==> src/include/pfm_regs.svh <==
// pfm_regs.svh: offsets, fail word field positions, trap locations, reset values
// assumes 36-bit words held as [35:0], machine bit n sits at index 35-n
`ifndef PFM_REGS_SVH
`define PFM_REGS_SVH
// apb register byte offsets
`define PFM_OFF_CTRL     12'h000
`define PFM_OFF_UBR      12'h004
`define PFM_OFF_FLAGS    12'h008
`define PFM_OFF_FAIL_LO  12'h00C
`define PFM_OFF_FAIL_HI  12'h010
`define PFM_OFF_PROBE_LO 12'h014
`define PFM_OFF_PROBE_HI 12'h018
`define PFM_OFF_STATE    12'h01C
// reset values
`define PFM_RST_CTRL     1'h0
`define PFM_RST_UBR      11'h000
// processor flag positions (machine bits 28 and 27) in the flag read word
`define PFM_FLG_BADMEM   7
`define PFM_FLG_NOMEM    8
// fail word and probe word fields
`define PFM_FW_USER      35
`define PFM_FW_HARD      34
`define PFM_FW_CODE_HI   34
`define PFM_FW_CODE_LO   30
`define PFM_FW_DONE      33
`define PFM_FW_DIRTY     32
`define PFM_FW_WRITE     31
`define PFM_FW_TYPE      30
`define PFM_FW_CACHE     28
`define PFM_FW_PHYS      27
`define PFM_FW_IOFN      25
`define PFM_FW_BYTE      22
// hard failure codes
`define PFM_CODE_IO      5'h10
`define PFM_CODE_ECC     5'h1E
`define PFM_CODE_NXM     5'h1F
// process table trap locations
`define PFM_LOC_FAIL     9'h140
`define PFM_LOC_FPC      9'h141
`define PFM_LOC_PC       9'h142
`define PFM_LOC_NEWPC    9'h143
// ac block and slots used to park an uncorrectable word
`define PFM_AC_BLOCK     3'h7
`define PFM_AC_SLOT0     4'h0
`define PFM_AC_SLOT1     4'h1
`endif

==> src/include/pfm_pkg.sv <==
// pfm_pkg: state, request kinds and the module state record
// assumes pfm_regs.svh supplies every number
package pfm_pkg;
  typedef enum logic [2:0] {
    KIND_REFILL, KIND_ECC, KIND_NXM, KIND_IO
  } pfm_kind_t;

  typedef enum logic [2:0] {
    ST_IDLE, ST_AC0, ST_AC1, ST_W500, ST_W501, ST_W502, ST_R503, ST_HALT
  } pfm_state_t;

  typedef struct packed {
    pfm_state_t  st;
    logic        paging_en;
    logic [10:0] ubr;
    logic        bad_mem;
    logic        no_mem;
    logic [35:0] fail_word;
    logic [35:0] probe_word;
    logic        map_valid;
    logic        map_c;
    logic        map_m;
    logic        map_w;
    logic [9:0]  map_page;
    logic        cst_set_m;
    logic        abort;
    logic        probe_done;
    logic        pc_load;
    logic [17:0] new_pc;
    logic        flags_clear;
    logic        restart;
    logic        resume2;
    logic        mem_req;
    logic        mem_we;
    logic [19:0] mem_addr;
    logic [35:0] mem_wdata;
    logic        ac_we;
    logic [6:0]  ac_addr;
    logic [35:0] ac_wdata;
    logic [35:0] bad_word;
    logic [35:0] save_fpc;
    logic [31:0] prdata;
    logic        pslverr;
  } pfm_regs_t;
endpackage

==> src/logic/pfm_page_fail.sv <==
// pfm_page_fail: refill mapping builder, page fail word encoder, trap sequencer, map probe
// assumes one request at a time from the core, memory port answers with mem_ack_i
`timescale 1ns/1ps
`include "pfm_regs.svh"

module pfm_page_fail
  import pfm_pkg::*;
(
  // clock and reset
  input  wire logic        pclk,
  input  wire logic        presetn,
  // apb slave
  input  wire logic        psel,
  input  wire logic        penable,
  input  wire logic        pwrite,
  input  wire logic [11:0] paddr,
  input  wire logic [31:0] pwdata,
  output logic      [31:0] prdata,
  output logic             pready,
  output logic             pslverr,
  // reference request from the core
  input  wire logic        req_valid_i,
  output logic             req_ready_o,
  input  wire pfm_kind_t   req_kind_i,
  input  wire logic        req_probe_i,
  input  wire logic        req_user_i,
  input  wire logic        req_write_i,
  input  wire logic        req_phys_i,
  input  wire logic        req_byte_i,
  input  wire logic        req_intr_i,
  input  wire logic [21:0] req_addr_i,
  // pointer evaluation summary
  input  wire logic        eval_done_i,
  input  wire logic [2:0]  eval_type_i,
  input  wire logic        eval_w_i,
  input  wire logic        eval_c_i,
  input  wire logic        eval_mod_i,
  input  wire logic [9:0]  eval_page_i,
  input  wire logic [35:0] bad_word_i,
  // state of the interrupted program
  input  wire logic [17:0] cpu_flags_i,
  input  wire logic [17:0] cpu_pc_i,
  input  wire logic        trap_ret_i,
  input  wire logic        first_done_i,
  // mapping and status results
  output logic             map_valid_o,
  output logic             map_c_o,
  output logic             map_m_o,
  output logic             map_w_o,
  output logic      [9:0]  map_page_o,
  output logic             cst_set_m_o,
  output logic             abort_o,
  output logic             probe_done_o,
  output logic      [35:0] probe_word_o,
  output logic             halt_o,
  output logic             pc_load_o,
  output logic      [17:0] new_pc_o,
  output logic             flags_clear_o,
  output logic             restart_o,
  output logic             resume2_o,
  output logic             bad_mem_o,
  output logic             no_mem_o,
  // memory port for the trap
  output logic             mem_req_o,
  output logic             mem_we_o,
  output logic      [19:0] mem_addr_o,
  output logic      [35:0] mem_wdata_o,
  input  wire logic        mem_ack_i,
  input  wire logic [35:0] mem_rdata_i,
  // accumulator write port
  output logic             ac_we_o,
  output logic      [6:0]  ac_addr_o,
  output logic      [35:0] ac_wdata_o
);

  pfm_regs_t r_q;
  pfm_regs_t r_d;

  logic        take;
  logic        apb_wr;
  logic        apb_setup;
  logic        illegal_ptr;
  logic        soft_fail;
  logic        wr_viol;
  logic        dirty;
  logic [35:0] hard_word;
  logic [35:0] soft_word;
  logic [35:0] acc_word;
  logic [35:0] inacc_word;
  logic [31:0] rd_mux;
  logic        rd_hit;
  logic        fail_word_io;

  // requests only land while the sequencer rests; the core must hold them
  assign take        = req_valid_i && r_q.st == ST_IDLE;
  assign req_ready_o = r_q.st == ST_IDLE;
  assign apb_setup   = psel && !penable;
  assign apb_wr      = psel && penable && pwrite;

  // evaluation outcome classes
  assign illegal_ptr = eval_type_i[2];
  assign soft_fail   = !eval_done_i || illegal_ptr;
  assign wr_viol     = !soft_fail && req_write_i && !eval_w_i;
  assign dirty       = eval_w_i && (req_write_i || eval_mod_i);

  // hard word: memory format, or io format with bits 8 and 10 forced
  always_comb begin
    hard_word = 36'h0_0000_0000;
    hard_word[`PFM_FW_USER] = req_user_i;
    hard_word[`PFM_FW_HARD] = 1'b1;
    if (req_kind_i == KIND_IO) begin
      hard_word[`PFM_FW_CODE_HI:`PFM_FW_CODE_LO] = `PFM_CODE_IO;
      hard_word[`PFM_FW_PHYS] = 1'b1;
      hard_word[`PFM_FW_IOFN] = 1'b1;
      hard_word[`PFM_FW_BYTE] = req_byte_i;
      hard_word[21:0] = req_addr_i;
    end else begin
      hard_word[`PFM_FW_CODE_HI:`PFM_FW_CODE_LO] =
        (req_kind_i == KIND_ECC) ? `PFM_CODE_ECC : `PFM_CODE_NXM;
      hard_word[`PFM_FW_PHYS] = req_phys_i;
      hard_word[17:0] = req_addr_i[17:0];
    end
  end

  // soft word: bit1 clear, bit8 means virtual, bit4 is the anded w (zero)
  always_comb begin
    soft_word = 36'h0_0000_0000;
    soft_word[`PFM_FW_USER]  = req_user_i;
    soft_word[`PFM_FW_DONE]  = wr_viol;
    soft_word[`PFM_FW_WRITE] = wr_viol ? eval_w_i : 1'b0;
    soft_word[`PFM_FW_TYPE]  = req_write_i;
    soft_word[`PFM_FW_PHYS]  = 1'b1;
    soft_word[17:0] = req_addr_i[17:0];
  end

  // probe words for reachable and unreachable pages
  always_comb begin
    acc_word = 36'h0_0000_0000;
    acc_word[`PFM_FW_USER]  = req_user_i;
    acc_word[`PFM_FW_DONE]  = 1'b1;
    acc_word[`PFM_FW_DIRTY] = dirty;
    acc_word[`PFM_FW_WRITE] = eval_w_i;
    acc_word[`PFM_FW_CACHE] = eval_c_i;
    acc_word[`PFM_FW_PHYS]  = 1'b1;
    acc_word[18:0] = {eval_page_i, req_addr_i[8:0]};
    inacc_word = 36'h0_0000_0000;
    inacc_word[`PFM_FW_USER] = req_user_i;
    inacc_word[`PFM_FW_PHYS] = 1'b1;
    inacc_word[17:0] = req_addr_i[17:0];
  end

  // apb read mux; unmapped offsets read zero with an error
  always_comb begin
    rd_mux = 32'h0000_0000;
    rd_hit = 1'b1;
    case (paddr)
      `PFM_OFF_CTRL:     rd_mux[0] = r_q.paging_en;
      `PFM_OFF_UBR:      rd_mux[10:0] = r_q.ubr;
      `PFM_OFF_FLAGS: begin
        rd_mux[`PFM_FLG_BADMEM] = r_q.bad_mem;
        rd_mux[`PFM_FLG_NOMEM]  = r_q.no_mem;
      end
      `PFM_OFF_FAIL_LO:  rd_mux = r_q.fail_word[31:0];
      `PFM_OFF_FAIL_HI:  rd_mux[3:0] = r_q.fail_word[35:32];
      `PFM_OFF_PROBE_LO: rd_mux = r_q.probe_word[31:0];
      `PFM_OFF_PROBE_HI: rd_mux[3:0] = r_q.probe_word[35:32];
      `PFM_OFF_STATE: begin
        rd_mux[0] = r_q.st == ST_HALT;
        rd_mux[1] = r_q.st != ST_IDLE;
      end
      default:           rd_hit = 1'b0;
    endcase
  end

  // next state of the whole block
  always_comb begin
    r_d = r_q;
    r_d.map_valid   = 1'b0;
    r_d.cst_set_m   = 1'b0;
    r_d.abort       = 1'b0;
    r_d.probe_done  = 1'b0;
    r_d.pc_load     = 1'b0;
    r_d.flags_clear = 1'b0;
    r_d.restart     = 1'b0;
    r_d.resume2     = 1'b0;
    r_d.ac_we       = 1'b0;
    // apb: data captured in setup so the access phase answers at once
    if (apb_setup) begin
      r_d.prdata  = rd_mux;
      r_d.pslverr = !rd_hit;
    end
    if (apb_wr) begin
      if (paddr == `PFM_OFF_CTRL) r_d.paging_en = pwdata[0];
      if (paddr == `PFM_OFF_UBR)  r_d.ubr = pwdata[10:0];
      if (paddr == `PFM_OFF_FLAGS) begin
        if (pwdata[`PFM_FLG_BADMEM]) r_d.bad_mem = 1'b0;
        if (pwdata[`PFM_FLG_NOMEM])  r_d.no_mem = 1'b0;
      end
    end
    // restored flags pick where the failed instruction picks up
    if (trap_ret_i && r_q.st == ST_IDLE) begin
      r_d.restart = !first_done_i;
      r_d.resume2 = first_done_i;
    end
    case (r_q.st)
      ST_IDLE: begin
        if (take) begin
          r_d.save_fpc = {cpu_flags_i, cpu_pc_i};
          r_d.bad_word = bad_word_i;
          if (req_probe_i) begin
            // probe never traps; every outcome lands in the probe word
            r_d.probe_done = 1'b1;
            if (!r_q.paging_en)
              r_d.probe_word = 36'h0_0000_0000;
            else if (req_kind_i == KIND_ECC || req_kind_i == KIND_NXM)
              r_d.probe_word = hard_word;
            else if (soft_fail)
              r_d.probe_word = inacc_word;
            else
              r_d.probe_word = acc_word;
          end else if (req_kind_i == KIND_REFILL && !soft_fail && !wr_viol) begin
            r_d.map_valid = 1'b1;
            r_d.map_c     = eval_c_i;
            r_d.map_m     = dirty;
            r_d.map_w     = eval_w_i;
            r_d.map_page  = eval_page_i;
            r_d.cst_set_m = dirty;
          end else begin
            r_d.abort     = 1'b1;
            r_d.fail_word = (req_kind_i == KIND_REFILL) ? soft_word : hard_word;
            if (req_kind_i == KIND_ECC) r_d.bad_mem = 1'b1;
            if (req_kind_i == KIND_NXM) r_d.no_mem = 1'b1;
            if (req_intr_i)
              r_d.st = ST_HALT;
            else if (req_kind_i == KIND_ECC)
              r_d.st = ST_AC0;
            else
              r_d.st = ST_W500;
          end
        end
      end
      ST_AC0: begin
        r_d.ac_we    = 1'b1;
        r_d.ac_addr  = {`PFM_AC_BLOCK, `PFM_AC_SLOT0};
        r_d.ac_wdata = r_q.bad_word;
        r_d.st       = ST_AC1;
      end
      ST_AC1: begin
        r_d.ac_we    = 1'b1;
        r_d.ac_addr  = {`PFM_AC_BLOCK, `PFM_AC_SLOT1};
        r_d.ac_wdata = r_q.bad_word;
        r_d.st       = ST_W500;
      end
      ST_W500: begin
        r_d.mem_req   = 1'b1;
        r_d.mem_we    = 1'b1;
        r_d.mem_addr  = {r_q.ubr, `PFM_LOC_FAIL};
        r_d.mem_wdata = r_q.fail_word;
        if (r_q.mem_req && mem_ack_i) begin
          r_d.mem_addr  = {r_q.ubr, `PFM_LOC_FPC};
          r_d.mem_wdata = {r_q.save_fpc[35:18], 18'h0_0000};
          r_d.st        = ST_W501;
        end
      end
      ST_W501: begin
        if (mem_ack_i) begin
          r_d.mem_addr  = {r_q.ubr, `PFM_LOC_PC};
          r_d.mem_wdata = {18'h0_0000, r_q.save_fpc[17:0]};
          r_d.st        = ST_W502;
        end
      end
      ST_W502: begin
        if (mem_ack_i) begin
          r_d.mem_we    = 1'b0;
          r_d.mem_addr  = {r_q.ubr, `PFM_LOC_NEWPC};
          r_d.mem_wdata = 36'h0_0000_0000;
          r_d.st        = ST_R503;
        end
      end
      ST_R503: begin
        if (mem_ack_i) begin
          r_d.mem_req     = 1'b0;
          r_d.new_pc      = mem_rdata_i[17:0];
          r_d.pc_load     = 1'b1;
          r_d.flags_clear = 1'b1;
          r_d.st          = ST_IDLE;
        end
      end
      ST_HALT: r_d.st = ST_HALT;                                          // only reset leaves
      default: r_d.st = ST_IDLE;
    endcase
  end

  // single state register
  always_ff @(posedge pclk or negedge presetn) begin
    if (!presetn) begin
      r_q           <= '0;
      r_q.st        <= ST_IDLE;
      r_q.paging_en <= `PFM_RST_CTRL;
      r_q.ubr       <= `PFM_RST_UBR;
    end else begin
      r_q <= r_d;
    end
  end

  // outputs from the state record; pready tied high, pslverr gated by the access phase
  assign prdata        = r_q.prdata;
  assign pready        = 1'b1;
  assign pslverr       = psel && penable && r_q.pslverr;
  assign map_valid_o   = r_q.map_valid;
  assign map_c_o       = r_q.map_c;
  assign map_m_o       = r_q.map_m;
  assign map_w_o       = r_q.map_w;
  assign map_page_o    = r_q.map_page;
  assign cst_set_m_o   = r_q.cst_set_m;
  assign abort_o       = r_q.abort;
  assign probe_done_o  = r_q.probe_done;
  assign probe_word_o  = r_q.probe_word;
  assign halt_o        = r_q.st == ST_HALT;
  assign pc_load_o     = r_q.pc_load;
  assign new_pc_o      = r_q.new_pc;
  assign flags_clear_o = r_q.flags_clear;
  assign restart_o     = r_q.restart;
  assign resume2_o     = r_q.resume2;
  assign bad_mem_o     = r_q.bad_mem;
  assign no_mem_o      = r_q.no_mem;
  assign mem_req_o     = r_q.mem_req;
  assign mem_we_o      = r_q.mem_we;
  assign mem_addr_o    = r_q.mem_addr;
  assign mem_wdata_o   = r_q.mem_wdata;
  assign ac_we_o       = r_q.ac_we;
  assign ac_addr_o     = r_q.ac_addr;
  assign ac_wdata_o    = r_q.ac_wdata;

  assign fail_word_io = abort_o && r_q.fail_word[`PFM_FW_CODE_HI:`PFM_FW_CODE_LO] == `PFM_CODE_IO
                        && r_q.fail_word[`PFM_FW_IOFN];
endmodule // pfm_page_fail

==> config.mk <==
export PLATFORM = sky130hd
export DESIGN_NAME = pfm_page_fail
export DESIGN_NICKNAME = d
export VERILOG_FILES = /design/src/include/pfm_pkg.sv /design/src/logic/pfm_page_fail.sv
export VERILOG_INCLUDE_DIRS = /design/src /design/src/include
export SDC_FILE = /design/constraint.sdc
export NUM_CORES = 1
export LEC_CHECK = 0
export ABC_AREA = 1
export BUFFER_PORTS_ARGS = -buffer_cell sky130_fd_sc_hd__buf_4
export CAP_MARGIN = 20
export CORE_MARGIN = 5
export CORE_UTILIZATION = 35
export DETAILED_ROUTE_END_ITERATION = 6
export GPL_TIMING_DRIVEN = 1
export SLEW_MARGIN = 20
export SYNTH_ARGS = -nofsm -noshare
export SYNTH_HDL_FRONTEND = slang
export SYNTH_SLANG_ARGS = --single-unit
==> constraint.sdc <==
create_clock -name pclk -period 3.7 [get_ports pclk]
set_input_delay 0.185 -clock pclk [delete_from_list [all_inputs] [get_ports pclk]]
set_output_delay 0.185 -clock pclk [all_outputs]
set_load 0.005 [all_outputs]
* Yosys cells after proc, flatten, opt, wreduce, memory -nomap -nowiden
Cells that the tools add are included.
** Word-level totals
- Register bits :: 335
- Input port bits :: 209
- Logic and storage cells :: 153
** Cells by class
- Reduce and logical (&&, ||, !) cells :: 42
- Bitwise logic cells :: 2
- Equality and inequality tests :: 24
- Multiplexer cells :: 54
** Operators by type and width (count)
- 91-bit 2-to-1 mux :: 2
- 56-bit one-hot mux with 3 select lines :: 1
- 44-bit one-hot mux with 2 select lines :: 1
- 38-bit 2-to-1 mux :: 2
- 36-bit 2-to-1 mux :: 2
- 35-bit 2-to-1 mux :: 2
- 57-bit 2-to-1 mux :: 1
- 56-bit 2-to-1 mux :: 1
- 12-bit by 5-bit == test with 1-bit output (second input constant) :: 4
- 21-bit one-hot mux with 2 select lines :: 1
- 20-bit 2-to-1 mux :: 2
- 37-bit 2-to-1 mux :: 1
- 34-bit 2-to-1 mux :: 1
- 12-bit by 4-bit == test with 1-bit output (second input constant) :: 2
- 3-bit 2-to-1 mux :: 8
- 3-bit one-hot mux with 8 select lines :: 1
- 16-bit 2-to-1 mux :: 1
- 15-bit 2-to-1 mux :: 1
- 12-bit by 3-bit == test with 1-bit output (second input constant) :: 1
- 3-bit by 2-bit == test with 1-bit output (second input constant) :: 4
- 3-bit == test (second input constant) :: 4
- 1-bit logical AND :: 12
- 12-bit zero test :: 1
- 1-bit 2-to-1 mux :: 12
- 24 further kinds :: 54

* Longest topological paths before layout
Gate-level depths: netlist of run 1.
- Depth after elaboration :: 11
- Depth in mapped cells :: 11
- Mapped depth without buffers :: 10

* Worst setup path after synthesis of run 1
No wires, ideal clock.
- Path type :: reg-to-reg
- Start point :: register r_q[332] (netlist name)
- End point :: register r_q[314] (netlist name)
- Path buffers :: 3
- Slack :: 2080 ps
- Setup time :: 121 ps
- Arrival :: 1498 ps
- Cell stages (with the launch flop) :: 12
- Data required time :: 3579 ps
- Path through :: dfrtp_1 -> inv_1 -> nand2_4 -> nor2_8 -> nand2_2 -> buf_6 -> nor2_2 -> nand2_2 -> buf_6 -> buf_2 -> nand2_1 -> nand2_1
** On the way
- Longest elaborated chain between the ends :: 3
** RTL lines
- from (decl) :: RTL line pfm_page_fail.sv:76 : pfm_regs_t r_q;
- from (signal assigned) :: RTL line pfm_page_fail.sv:302 : r_q <= r_d;
- 3-bit zero test *
- via req_ready_o :: RTL line pfm_page_fail.sv:23 : output logic req_ready_o,
- 1-bit logical AND :: RTL line pfm_page_fail.sv:95 : assign take = req_valid_i && r_q.st == ST_IDLE;
- 4-bit AND reduction (no source line) *
The timed path passes the listed nets; every way through them passes the cells marked *.
A chain may end at the register's enable or synchronous reset.

* Worst setup path in the final report of run 1
- Start point :: register r_q[334] (netlist name)
- End point :: register r_q (netlist bit ac_wdata_o[13])
** On the way
- Longest elaborated chain between the ends :: 2
- Elaborated cells between the ends (all ways) :: 3
** RTL lines
- 3-bit by 2-bit == test with 1-bit output or 3-bit by 1-bit == test with 1-bit output (tied branches) :: RTL line pfm_page_fail.sv:205 : case (r_q.st)
- 2-bit nonzero test (no source line) *
Mark *: on every way between the ends. The rest lies on a longest branch, timed or not.

==> results of run 1 <==
==> through the flow <==
step                area [um2]  power (mW)
floorplan                14330       8.510
global placement         16130       9.855
detailed placement       16130       9.995
CTS                      18780       13.74
global route             18780       14.55
finish                   18780       13.54
==> per-layer routing <==
metal | up-vias | GRT usage, % | part of all wire, %
met5 | - | 0 | 0
met4 | 0 | 5.642 | 2.8
met3 | 76 | 5.246 | 8.1
met2 | 426 | 30.58 | 46
met1 | 5561 | 25.39 | 43
li1 | 5549 | - | -
==> worst max-delay path by stage <==
| stage | endpoint | slack [ns] |
|---|---|---|
| detailed placement | r_q[322]$_DFFE_PN0P_ | 1.28 |
| floorplan | r_q[314]$_DFFE_PN0P_ | 2.08 |
| global route | ac_wdata_o[8]$_DFFE_PN0P_ | 0.89 |
| global placement | r_q[329]$_DFFE_PN0P_ | 1.29 |
| finish | ac_wdata_o[13]$_DFFE_PN0P_ | 1.19 |
| CTS | map_page_o[8]$_DFFE_PN0P_ | 1.32 |
==> synthesized netlist by cell type <==
cell and count:
sky130_fd_sc_hd__nand2_1 421, sky130_fd_sc_hd__nand4_1 3, sky130_fd_sc_hd__a21oi_4 1, sky130_fd_sc_hd__buf_6 2, sky130_fd_sc_hd__nand2_2 2, sky130_fd_sc_hd__nor4_1 1
sky130_fd_sc_hd__o31ai_1 3, sky130_fd_sc_hd__a31oi_1 18, sky130_fd_sc_hd__inv_2 7, sky130_fd_sc_hd__o21ai_1 15, sky130_fd_sc_hd__buf_4 198, sky130_fd_sc_hd__nor3_1 2
sky130_fd_sc_hd__nand3_1 68, sky130_fd_sc_hd__nor2_4 1, sky130_fd_sc_hd__buf_2 25, sky130_fd_sc_hd__nor3_4 1, sky130_fd_sc_hd__dfrtp_1 310, sky130_fd_sc_hd__clkbuf_1 34
sky130_fd_sc_hd__nand2_4 1, sky130_fd_sc_hd__nor2_8 1, sky130_fd_sc_hd__conb_1 2, sky130_fd_sc_hd__nor2_2 6, sky130_fd_sc_hd__a22o_1 13, sky130_fd_sc_hd__a21o_1 2
sky130_fd_sc_hd__o211ai_1 4, sky130_fd_sc_hd__a21oi_1 85, sky130_fd_sc_hd__buf_1 1, sky130_fd_sc_hd__o22ai_1 2, sky130_fd_sc_hd__and3_1 2, sky130_fd_sc_hd__clkinv_1 1
sky130_fd_sc_hd__nor2_1 127, sky130_fd_sc_hd__o21ai_0 97, sky130_fd_sc_hd__or2_2 2, sky130_fd_sc_hd__mux2_2 33, sky130_fd_sc_hd__inv_1 123
==> where the power goes <==
| part | internal, mW | switching, mW | total, mW |
|---|---|---|---|
| sequential | 4.69 | 0.884 | 5.57 |
| clock | 2.17 | 1.37 | 3.54 |
| combinational | 2.06 | 2.37 | 4.43 |
| total | 8.91 | 4.63 | 13.5 |
==> registers in the layout, indices dropped and copies added, names as in the netlist, 2 cells and up <==
signal,flops
map_page_o,10
ac_addr_o,2
r_q,119
prdata,28
mem_addr_o,14
mem_wdata_o,36
probe_word_o,32
new_pc_o,18
ac_wdata_o,36
==> cell type report <==
type	instances	share of cell area [%]
clock inverters	10	0.7061
multi-input cells	928	23.05
inverters	131	2.624
clock buffers	50	5.562
flip-flops and latches	310	41.30
repair buffers	526	23.22
well taps	532	3.544
==> kinds of logic (layout without fill, tap and decap cells) <==
kind of cell           after synthesis  count (layout)  synth area share, %
AND/OR/NAND/NOR                    638             638                17.99
buffers and inverters              391             717                15.82
flip-flops                         310             310                54.37
AO/OA/AOI/OAI                      240             240                9.172
multiplexers                        33              33                2.604
other                                2              17              0.05263
==> worst max-delay path, delay by kind of cell (launching register included) <==
kind	cells	cell delay (ns)
AND/OR/NAND/NOR	2	0.43
buffers and inverters	2	0.93
flip-flops	1	0.52
AO/OA/AOI/OAI	1	0.48
==> repair_timing <==
action	4_1_cts	5_1_grt
gates resized for setup	0	0
hold buffers	147	0
endpoints found under the hold margin	280	0
==> metrics.txt, run 1 <==
status complete, no violations; number of nets in the layout ~2.1k; number of instances in the synthesized netlist 1614; Clock Tree Root sky130_fd_sc_hd__clkbuf_16; later-pin clock latency in the skew report roughly 0.52 ns; number of buffers inserted during clock tree synthesis 35; Syn-to-layout area delta 31.65%; flip-flop and latch area approximately 7800 um2; Crit Reg-Reg Endpoint ac_wdata_o[13]$_DFFE_PN0P_; worst hold stages 3; number of register bits inferred by synthesis 310; final critical-path setup slack 1.187 ns; per-cell routed wire length about 18 um; Yosys top cell by area sky130_fd_sc_hd__dfrtp_1; detailed-routing iteration count for the pre-antenna-repair pass 5; CP Capture Type register; Ant. Diodes 0; Cell Count Post-Placement ~2.3k; peak per-stage delay on the critical path approximately 0.73 ns; average footprint of a synthesized cell ~8.8 um2; die outline width between 200 and 250 um; ratio of routed vias to standard cells between 4 and 5; Sinks on Clock Net 310; maximum root-to-sink buffer count 3; GRT Util Overall a little under a fifth; share of the cycle needed by the critical path after routing between 60% and 70%; Placement Setup Slack about 1.3 ns; final wirelength 43.85 mm; max-slew violation total from the final report 0; Setup Buffers After CTS 0; number of warnings printed during yosys synthesis 0; number of global-route vias before repair ~12k; proportion of layout cells with a drive suffix above 1 between 20% and 30%; Die ar. approximately 45000 um2; Worst slew margin 30.73%; initial antenna violation count 0; Multi-input gate area between 4000 and 5000 um2; Tightest Hold Check Type primary input to register; quantity of I/O buffers inserted on ports between 300 and 400; final std cells w/o fill 2487; row count 74; Fmax achieved between 300 and 400 MHz; leakage power figure between 9 and 10 nW; area of the core approximately 40000 um2; Post-route DRC 0; proportion of netlist area held by the largest area contributor a little over half; worst clock skew on the final layout ~0.015 ns; maximum number of pins on one net before global-route repair 119; hold endpoint r_q[333]$_DFFE_PN0P_; startpoint of the most critical register-to-register path r_q[334]$_DFFE_PN0P_; total power per unit cell area around 720 nW/um2; Top-Level Pins roughly 420; final hold vios 0; Fin Hold WS around 0.033 ns; share of the core filled with cells a little under half; CTS tree done; Peak VDD IR ~0.00041 V; final weighted congestion in routability-driven placement 0.8418; Post-Synthesis Cell Area 14270 um2; data required time at the worst endpoint between 4 and 5 ns; slowest library cell on the worst path sky130_fd_sc_hd__clkinv_2; share of synthesized area occupied by flip-flops and latches a little over half; Min-Delay Startpoint req_intr_i; slew of the pin with the lowest slew margin approximately 1.0 ns; Filler cells approximately 3.8k; number of nets still failing antenna checks after routing 0; die height around 210 um; Setup CP Type register to register; critical path, cell by cell inv_2, nand2_1, nor2_2, clkinv_2, o21ai_0; detailed-route via count 11.61k; worst setup path startpoint r_q[334]$_DFFE_PN0P_; most frequent standard cell in the layout excluding fill and tap cells sky130_fd_sc_hd__nand2_1; largest cells by area after synthesis sky130_fd_sc_hd__dfrtp_1 (54%), sky130_fd_sc_hd__nand2_1 (11%), sky130_fd_sc_hd__buf_4 (10%), sky130_fd_sc_hd__o21ai_0 (3.4%), sky130_fd_sc_hd__nor2_1 (3.3%); logic depth of the worst register-to-register path 5; residual overflow from global routing 0; Crit Path Max Fanout 70; Maximum Capacitance Violations 0; Netlist cell types 35; arrival time at the worst endpoint just under 3 ns; first-iteration detailed-routing DRC count around 680; minimum clock period after layout 2.513 ns; Final Setup Violations 0; Clock transition at path regs approximately 0.060 ns; final setup TNS 0 ns; register-to-register setup slack approximately 1.2 ns; wire length of the first global-routing pass slightly below 70 mm; half-perimeter wire length of the detailed placement result 30.52 mm; startpoint type of the worst setup path register; htree depth 2; initial core utilization 35.18%; most frequent cells in the layout sky130_fd_sc_hd__nand2_1 (421), sky130_fd_sc_hd__buf_4 (375), sky130_fd_sc_hd__dfrtp_1 (310); setup repair after global routing missed its margin no
(Power assumes the default switching activity.)
==> run 2: changes to the inputs <==
clock period = 2.1 ns   (was 3.7 ns; I/O delays follow)
==> run 2 against run 1 <==
Compared with the run above:
- die area unchanged
- worst hold slack got worse by 0.0076 ns
- cell count grew 1.8%
- largest power group unchanged
- power grew 80%
- critical endpoint is now map_page_o[3]$_DFFE_PN0P_
- critical path depth increased by 4
- critical path type unchanged
==> metrics.txt, run 2 (synthesized netlist as in run 1, its figures left out) <==
logic depth of the worst register-to-register path 9; final weighted congestion in routability-driven placement around 0.87; Multi-input gate area about 4300 um2; initial core utilization approximately a third; Fmax achieved between 400 and 500 MHz; critical path, cell by cell inv_1, nand2_4, nor2_8, nand2_4, nor3_4, buf_12, nand2_1, dlygate4sd3_1, nand2_1; most frequent cells in the layout sky130_fd_sc_hd__nand2_1 (421), sky130_fd_sc_hd__buf_4 (400), sky130_fd_sc_hd__dfrtp_1 (310); number of nets still failing antenna checks after routing 0; register-to-register setup slack approximately 0.070 ns; startpoint of the most critical register-to-register path r_q[332]$_DFFE_PN0P_; max-slew violation total from the final report 0; worst hold stages 5; row count 74; per-cell routed wire length between 15 and 20 um; CTS tree done; Tightest Hold Check Type primary input to register; data required time at the worst endpoint approximately 2.6 ns; flip-flop and latch area approximately 7800 um2; kind of cell adding the most delay to the critical path buffers and inverters; die outline width ~210 um; share of the cycle needed by the critical path after routing a little over nine tenths; quantity of I/O buffers inserted on ports roughly 370; register containing the most flip-flops in the final layout r_q; residual overflow from global routing 0; wire length of the first global-routing pass between 60 and 70 mm; maximum root-to-sink buffer count 3; leakage power figure just under 10 nW; Placement Setup Slack 0.1815 ns; final critical-path setup slack ~0.07 ns; maximum number of pins on one net before global-route repair 94; Syn-to-layout area delta 34.90%; Post-route DRC 0; Clock Tree Root sky130_fd_sc_hd__clkbuf_16; area of the core slightly above 40000 um2; detailed-route via count around 12k; number of nets in the layout 2185; Ant. Diodes 0; GRT Util Overall between 10% and 20%; Top-Level Pins 424; Final Cell Area around 19000 um2; Crit Reg-Reg Endpoint map_page_o[3]$_DFFE_PN0P_; Largest register FFs 119; htree depth 2; Min-Delay Startpoint psel; slew of the pin with the lowest slew margin about 0.7 ns; Filler cells 3776; final hold vios 0; Final Setup Violations 0; Worst slew margin between 50% and 60%; Critical path buffers and inverters 3; die height about 210 um; Setup CP Type register to register; detailed-routing iteration count for the pre-antenna-repair pass 5; most frequent standard cell in the layout excluding fill and tap cells sky130_fd_sc_hd__nand2_1; CP Capture Type register; slowest library cell on the worst path sky130_fd_sc_hd__dlygate4sd3_1; peak per-stage delay on the critical path ~0.55 ns; proportion of layout cells with a drive suffix above 1 a little over a quarter; half-perimeter wire length of the detailed placement result roughly 31 mm; Maximum Capacitance Violations 0; status complete, no violations; arrival time at the worst endpoint 2.50 ns; Die ar. ~45000 um2; minimum clock period after layout between 2 and 2.5 ns; Clock transition at path regs 0.06 ns; Sinks on Clock Net 310; final wirelength about 44 mm; ratio of routed vias to standard cells about 4.6; startpoint type of the worst setup path register; total power per unit cell area 1267 nW/um2; Post-DP Area roughly 16000 um2; initial antenna violation count 1; worst clock skew on the final layout between 0.015 and 0.02 ns; hold endpoint prdata[9]$_DFFE_PN0P_; first-iteration detailed-routing DRC count between 700 and 800; number of buffers inserted during clock tree synthesis 37; Peak VDD IR between 0.0007 and 0.0008 V; later-pin clock latency in the skew report between 0.5 and 0.6 ns; number of global-route vias before repair between 10k and 15k; Crit Path Max Fanout 6
-- run 2: changes by cell type in the layout (fill, tap and decap cells not counted) --
cell	before	now
sky130_fd_sc_hd__buf_12	3	8
sky130_fd_sc_hd__buf_4	375	400
sky130_fd_sc_hd__bufinv_16	3	4
sky130_fd_sc_hd__clkbuf_1	6	9
sky130_fd_sc_hd__clkbuf_8	7	9
sky130_fd_sc_hd__clkinv_2	6	1
sky130_fd_sc_hd__clkinv_4	2	0
sky130_fd_sc_hd__clkinvlp_4	0	3
sky130_fd_sc_hd__dlygate4sd3_1	147	158
sky130_fd_sc_hd__inv_1	123	122
sky130_fd_sc_hd__inv_2	6	7
sky130_fd_sc_hd__inv_6	0	2
-- run 2: worst reg2reg max path: cells and delay by family (launching register included) --
kind / cells / cell delay [ns]
buf+inv: 3 / 0.84
simple gates: 6 / 0.69
flops: 1 / 0.44
-- run 2: metal layers --
| layer | up-vias | track usage [%] | part of all wire (%) |
|---|---|---|---|
| met4 | 2 | 6.375 | 2.7 |
| met1 | 5629 | 25.47 | 43 |
| li1 | 5632 | - | - |
| met5 | - | 0 | 0.018 |
| met3 | 72 | 5.379 | 8.2 |
| met2 | 412 | 30.69 | 46 |
-- run 2: stage by stage --
step	total power, mW	hold WS [ns]	utilization, %	std cells	setup TNS (ns)
5_1_grt	26.09	0.06205	47.46	2532	-0.03114
4_1_cts	24.70	0.001198	47.35	2528	0
3_5_place_dp	17.80	0.1506	40.41	2307	0
3_3_place_gp	17.55	0.1511	40.41	2307	0
2_1_floorplan	14.99	-0.1906	-	1629	0
6_report	24.39	0.02578	47.46	2532	0
-- run 2: cell type report --
cell class / instances / share of cell area, %
sequential: 310 / 40.30
timing repair inverter: 1 / 0.03900
timing repair buffer: 567 / 24.73
clock inverter: 8 / 0.7800
clock buffer: 55 / 5.629
inverter: 131 / 2.574
multi-input combinational: 928 / 22.49
tap: 532 / 3.458
-- run 2: report_power, final --
part | internal, mW | switching (mW)
combinational | 3.81 | 4.23
sequential | 8.26 | 1.55
clock | 4.05 | 2.50
total | 16.1 | 8.27
-- run 2: timing repair --
item / 4_1_cts / 5_1_grt
resized for setup: 0 / 2
setup buffers: 0 / 3
endpoints found under the hold margin: 250 / 0
setup endpoints to repair: 0 / 6
hold buffers: 158 / 0
-- run 2: worst max path at each step --
stage                               startpoint                         to  slack [ns]  cells past startpoint
after detailed placement  r_q[332]$_DFFE_PN0P_        map_c_o$_DFFE_PN0P_        0.18                      8
after CTS                 r_q[332]$_DFFE_PN0P_  map_page_o[3]$_DFFE_PN0P_        0.10                      8
after floorplan           r_q[332]$_DFFE_PN0P_       r_q[314]$_DFFE_PN0P_        0.48                     11
after global routing      r_q[332]$_DFFE_PN0P_  map_page_o[3]$_DFFE_PN0P_       -0.02                      9
after global placement    r_q[332]$_DFFE_PN0P_  map_page_o[4]$_DFFE_PN0P_        0.25                      8
final                     r_q[332]$_DFFE_PN0P_  map_page_o[3]$_DFFE_PN0P_        0.07                      9
==> run 3: changes to the inputs <==
RECOVER_POWER = 50   (was default)
==> run 3 against run 2 <==
Compared with the run above:
- sequential share of layout area grew 0.41 points
- maximum frequency is essentially flat
- clock skew is essentially flat
- register-to-register slack is essentially flat
==> metrics.txt, run 3 (synthesized netlist as in run 1, its figures left out) <==
final wirelength between 40 and 50 mm; total power per unit cell area approximately 1300 nW/um2; minimum clock period after layout 2.030 ns; Fin Hold WS 0.02655 ns; most frequent cells in the layout sky130_fd_sc_hd__nand2_1 (421), sky130_fd_sc_hd__dfrtp_1 (310), sky130_fd_sc_hd__buf_4 (301); Peak VDD IR between 0.0007 and 0.0008 V; number of nets still failing antenna checks after routing 0; initial antenna violation count 1; Clock transition at path regs roughly 0.06 ns; wire length of the first global-routing pass slightly below 70 mm; Setup CP Type register to register; Tightest Hold Check Type primary input to register; flip-flop and latch area 7757 um2; half-perimeter wire length of the detailed placement result around 31 mm; number of nets in the layout roughly 2.2k; detailed-routing iteration count for the pre-antenna-repair pass 5; detailed-route via count between 10k and 15k; Ant. Diodes 0; ratio of routed vias to standard cells about 4.6; slowest library cell on the worst path sky130_fd_sc_hd__dlygate4sd3_1; leakage power figure approximately 9.8 nW; final hold vios 0; final setup TNS 0 ns; later-pin clock latency in the skew report about 0.54 ns; proportion of layout cells with a drive suffix above 1 about a quarter; area of the core 40550 um2; first-iteration detailed-routing DRC count approximately 740; most frequent standard cell in the layout excluding fill and tap cells sky130_fd_sc_hd__nand2_1; row count 74; htree depth 2; Maximum Capacitance Violations 0; Post-route DRC 0; GRT Util Overall 19.24%; final critical-path setup slack between 0.07 and 0.08 ns; Clock Tree Root sky130_fd_sc_hd__clkbuf_16; initial core utilization approximately a third; Sinks on Clock Net between 300 and 400; final weighted congestion in routability-driven placement 0.8673; number of global-route vias before repair approximately 12k; max-slew violation total from the final report 0; Crit Path Max Fanout 6; Largest register FFs between 100 and 150; peak per-stage delay on the critical path 0.55 ns; maximum root-to-sink buffer count 3; CTS tree done; slew of the pin with the lowest slew margin between 1 and 1.5 ns; register containing the most flip-flops in the final layout r_q; Placement Setup Slack about 0.18 ns; arrival time at the worst endpoint roughly 2.5 ns; Fmax achieved 492.7 MHz; startpoint type of the worst setup path register; Critical path buffers and inverters 3; share of the core filled with cells a little under half; status complete, no violations; data required time at the worst endpoint about 2.6 ns; CP Capture Type register; Final Setup Violations 0; die outline width ~210 um; maximum number of pins on one net before global-route repair 94; Filler cells roughly 3.8k; share of the cycle needed by the critical path after routing 96.66%; Die ar. about 45000 um2; residual overflow from global routing 0; kind of cell adding the most delay to the critical path buffers and inverters; die height approximately 210 um; Syn-to-layout area delta 33.53%; number of buffers inserted during clock tree synthesis 37; Top-Level Pins ~420; critical path, cell by cell inv_1, nand2_4, nor2_8, nand2_4, nor3_4, buf_12, nand2_1, dlygate4sd3_1, nand2_1; quantity of I/O buffers inserted on ports between 300 and 400; worst clock skew on the final layout 0.01782 ns; Worst slew margin between 20% and 30%; Multi-input gate area approximately 4300 um2; per-cell routed wire length 17.41 um; power after layout roughly 24 mW
-- run 3: path summary, 6_finish.rpt --
kind                                         startpoint                    endpoint  slack (ns)  cells past startpoint
max in group asynchronous                       presetn         r_q[63]$_DFFE_PN0P_        0.42                      3
worst max-delay path               r_q[332]$_DFFE_PN0P_   map_page_o[3]$_DFFE_PN0P_        0.07                      9
worst min-delay path                               psel       prdata[9]$_DFFE_PN0P_        0.03                      5
worst min register to register  new_pc_o[9]$_DFFE_PN0P_     new_pc_o[9]$_DFFE_PN0P_        0.47                      2
min in group asynchronous                       presetn  mem_wdata_o[8]$_DFFE_PN0P_        0.28                      2
worst max register to register     r_q[332]$_DFFE_PN0P_   map_page_o[3]$_DFFE_PN0P_        0.07                      9
-- run 3: worst register-to-register path: cells and delay by family, from the launching register on --
| family | cells | cell delay, ns |
|---|---|---|
| DFF | 1 | 0.44 |
| and+or+nand+nor | 6 | 0.69 |
| buffers and inverters | 3 | 0.84 |
-- run 3: power breakdown --
part | switching, mW | internal (mW) | total (mW)
registers | 1.53 | 8.25 | 9.79
clock network | 2.49 | 4.05 | 6.54
logic | 4.23 | 3.65 | 7.87
total | 8.26 | 16.0 | 24.2
-- run 3: metal layers --
| metal | wire length, um | global-route usage [%] | part of all wire, % | vias to the layer above |
|---|---|---|---|---|
| met2 | 20250 | 30.69 | 46 | 409 |
| met3 | 3450 | 5.379 | 7.8 | 71 |
| met5 | 8 | 0 | 0.018 | - |
| met1 | 19220 | 25.47 | 44 | 5611 |
| met4 | 1160 | 6.375 | 2.6 | 2 |
| li1 | - | - | - | 5633 |
-- run 3: metrics by stage --
step / std cells / area (um2)
CTS: 2528 / 19200
global route: 2532 / 19050
detailed placement: 2307 / 16390
finish: 2532 / 19050
global placement: 2307 / 16390
floorplan: 1629 / 14330
-- run 3: area by class of cell --
type                    count  area share (%)
repair inverters            1         0.03940
repair buffers            567           23.96
inverters                 131           2.600
clock inverters             8          0.7880
clock buffers              55           5.687
well taps                 532           3.494
multi-input cells         928           22.72
flip-flops and latches    310           40.71
-- run 3: timing repair --
item | CTS | global route
hold endpoints to repair | 250 | 0
buffers inserted | 0 | 3
endpoints found under the setup margin | 0 | 6
gates resized for setup | 0 | 2
hold buffers | 158 | 0
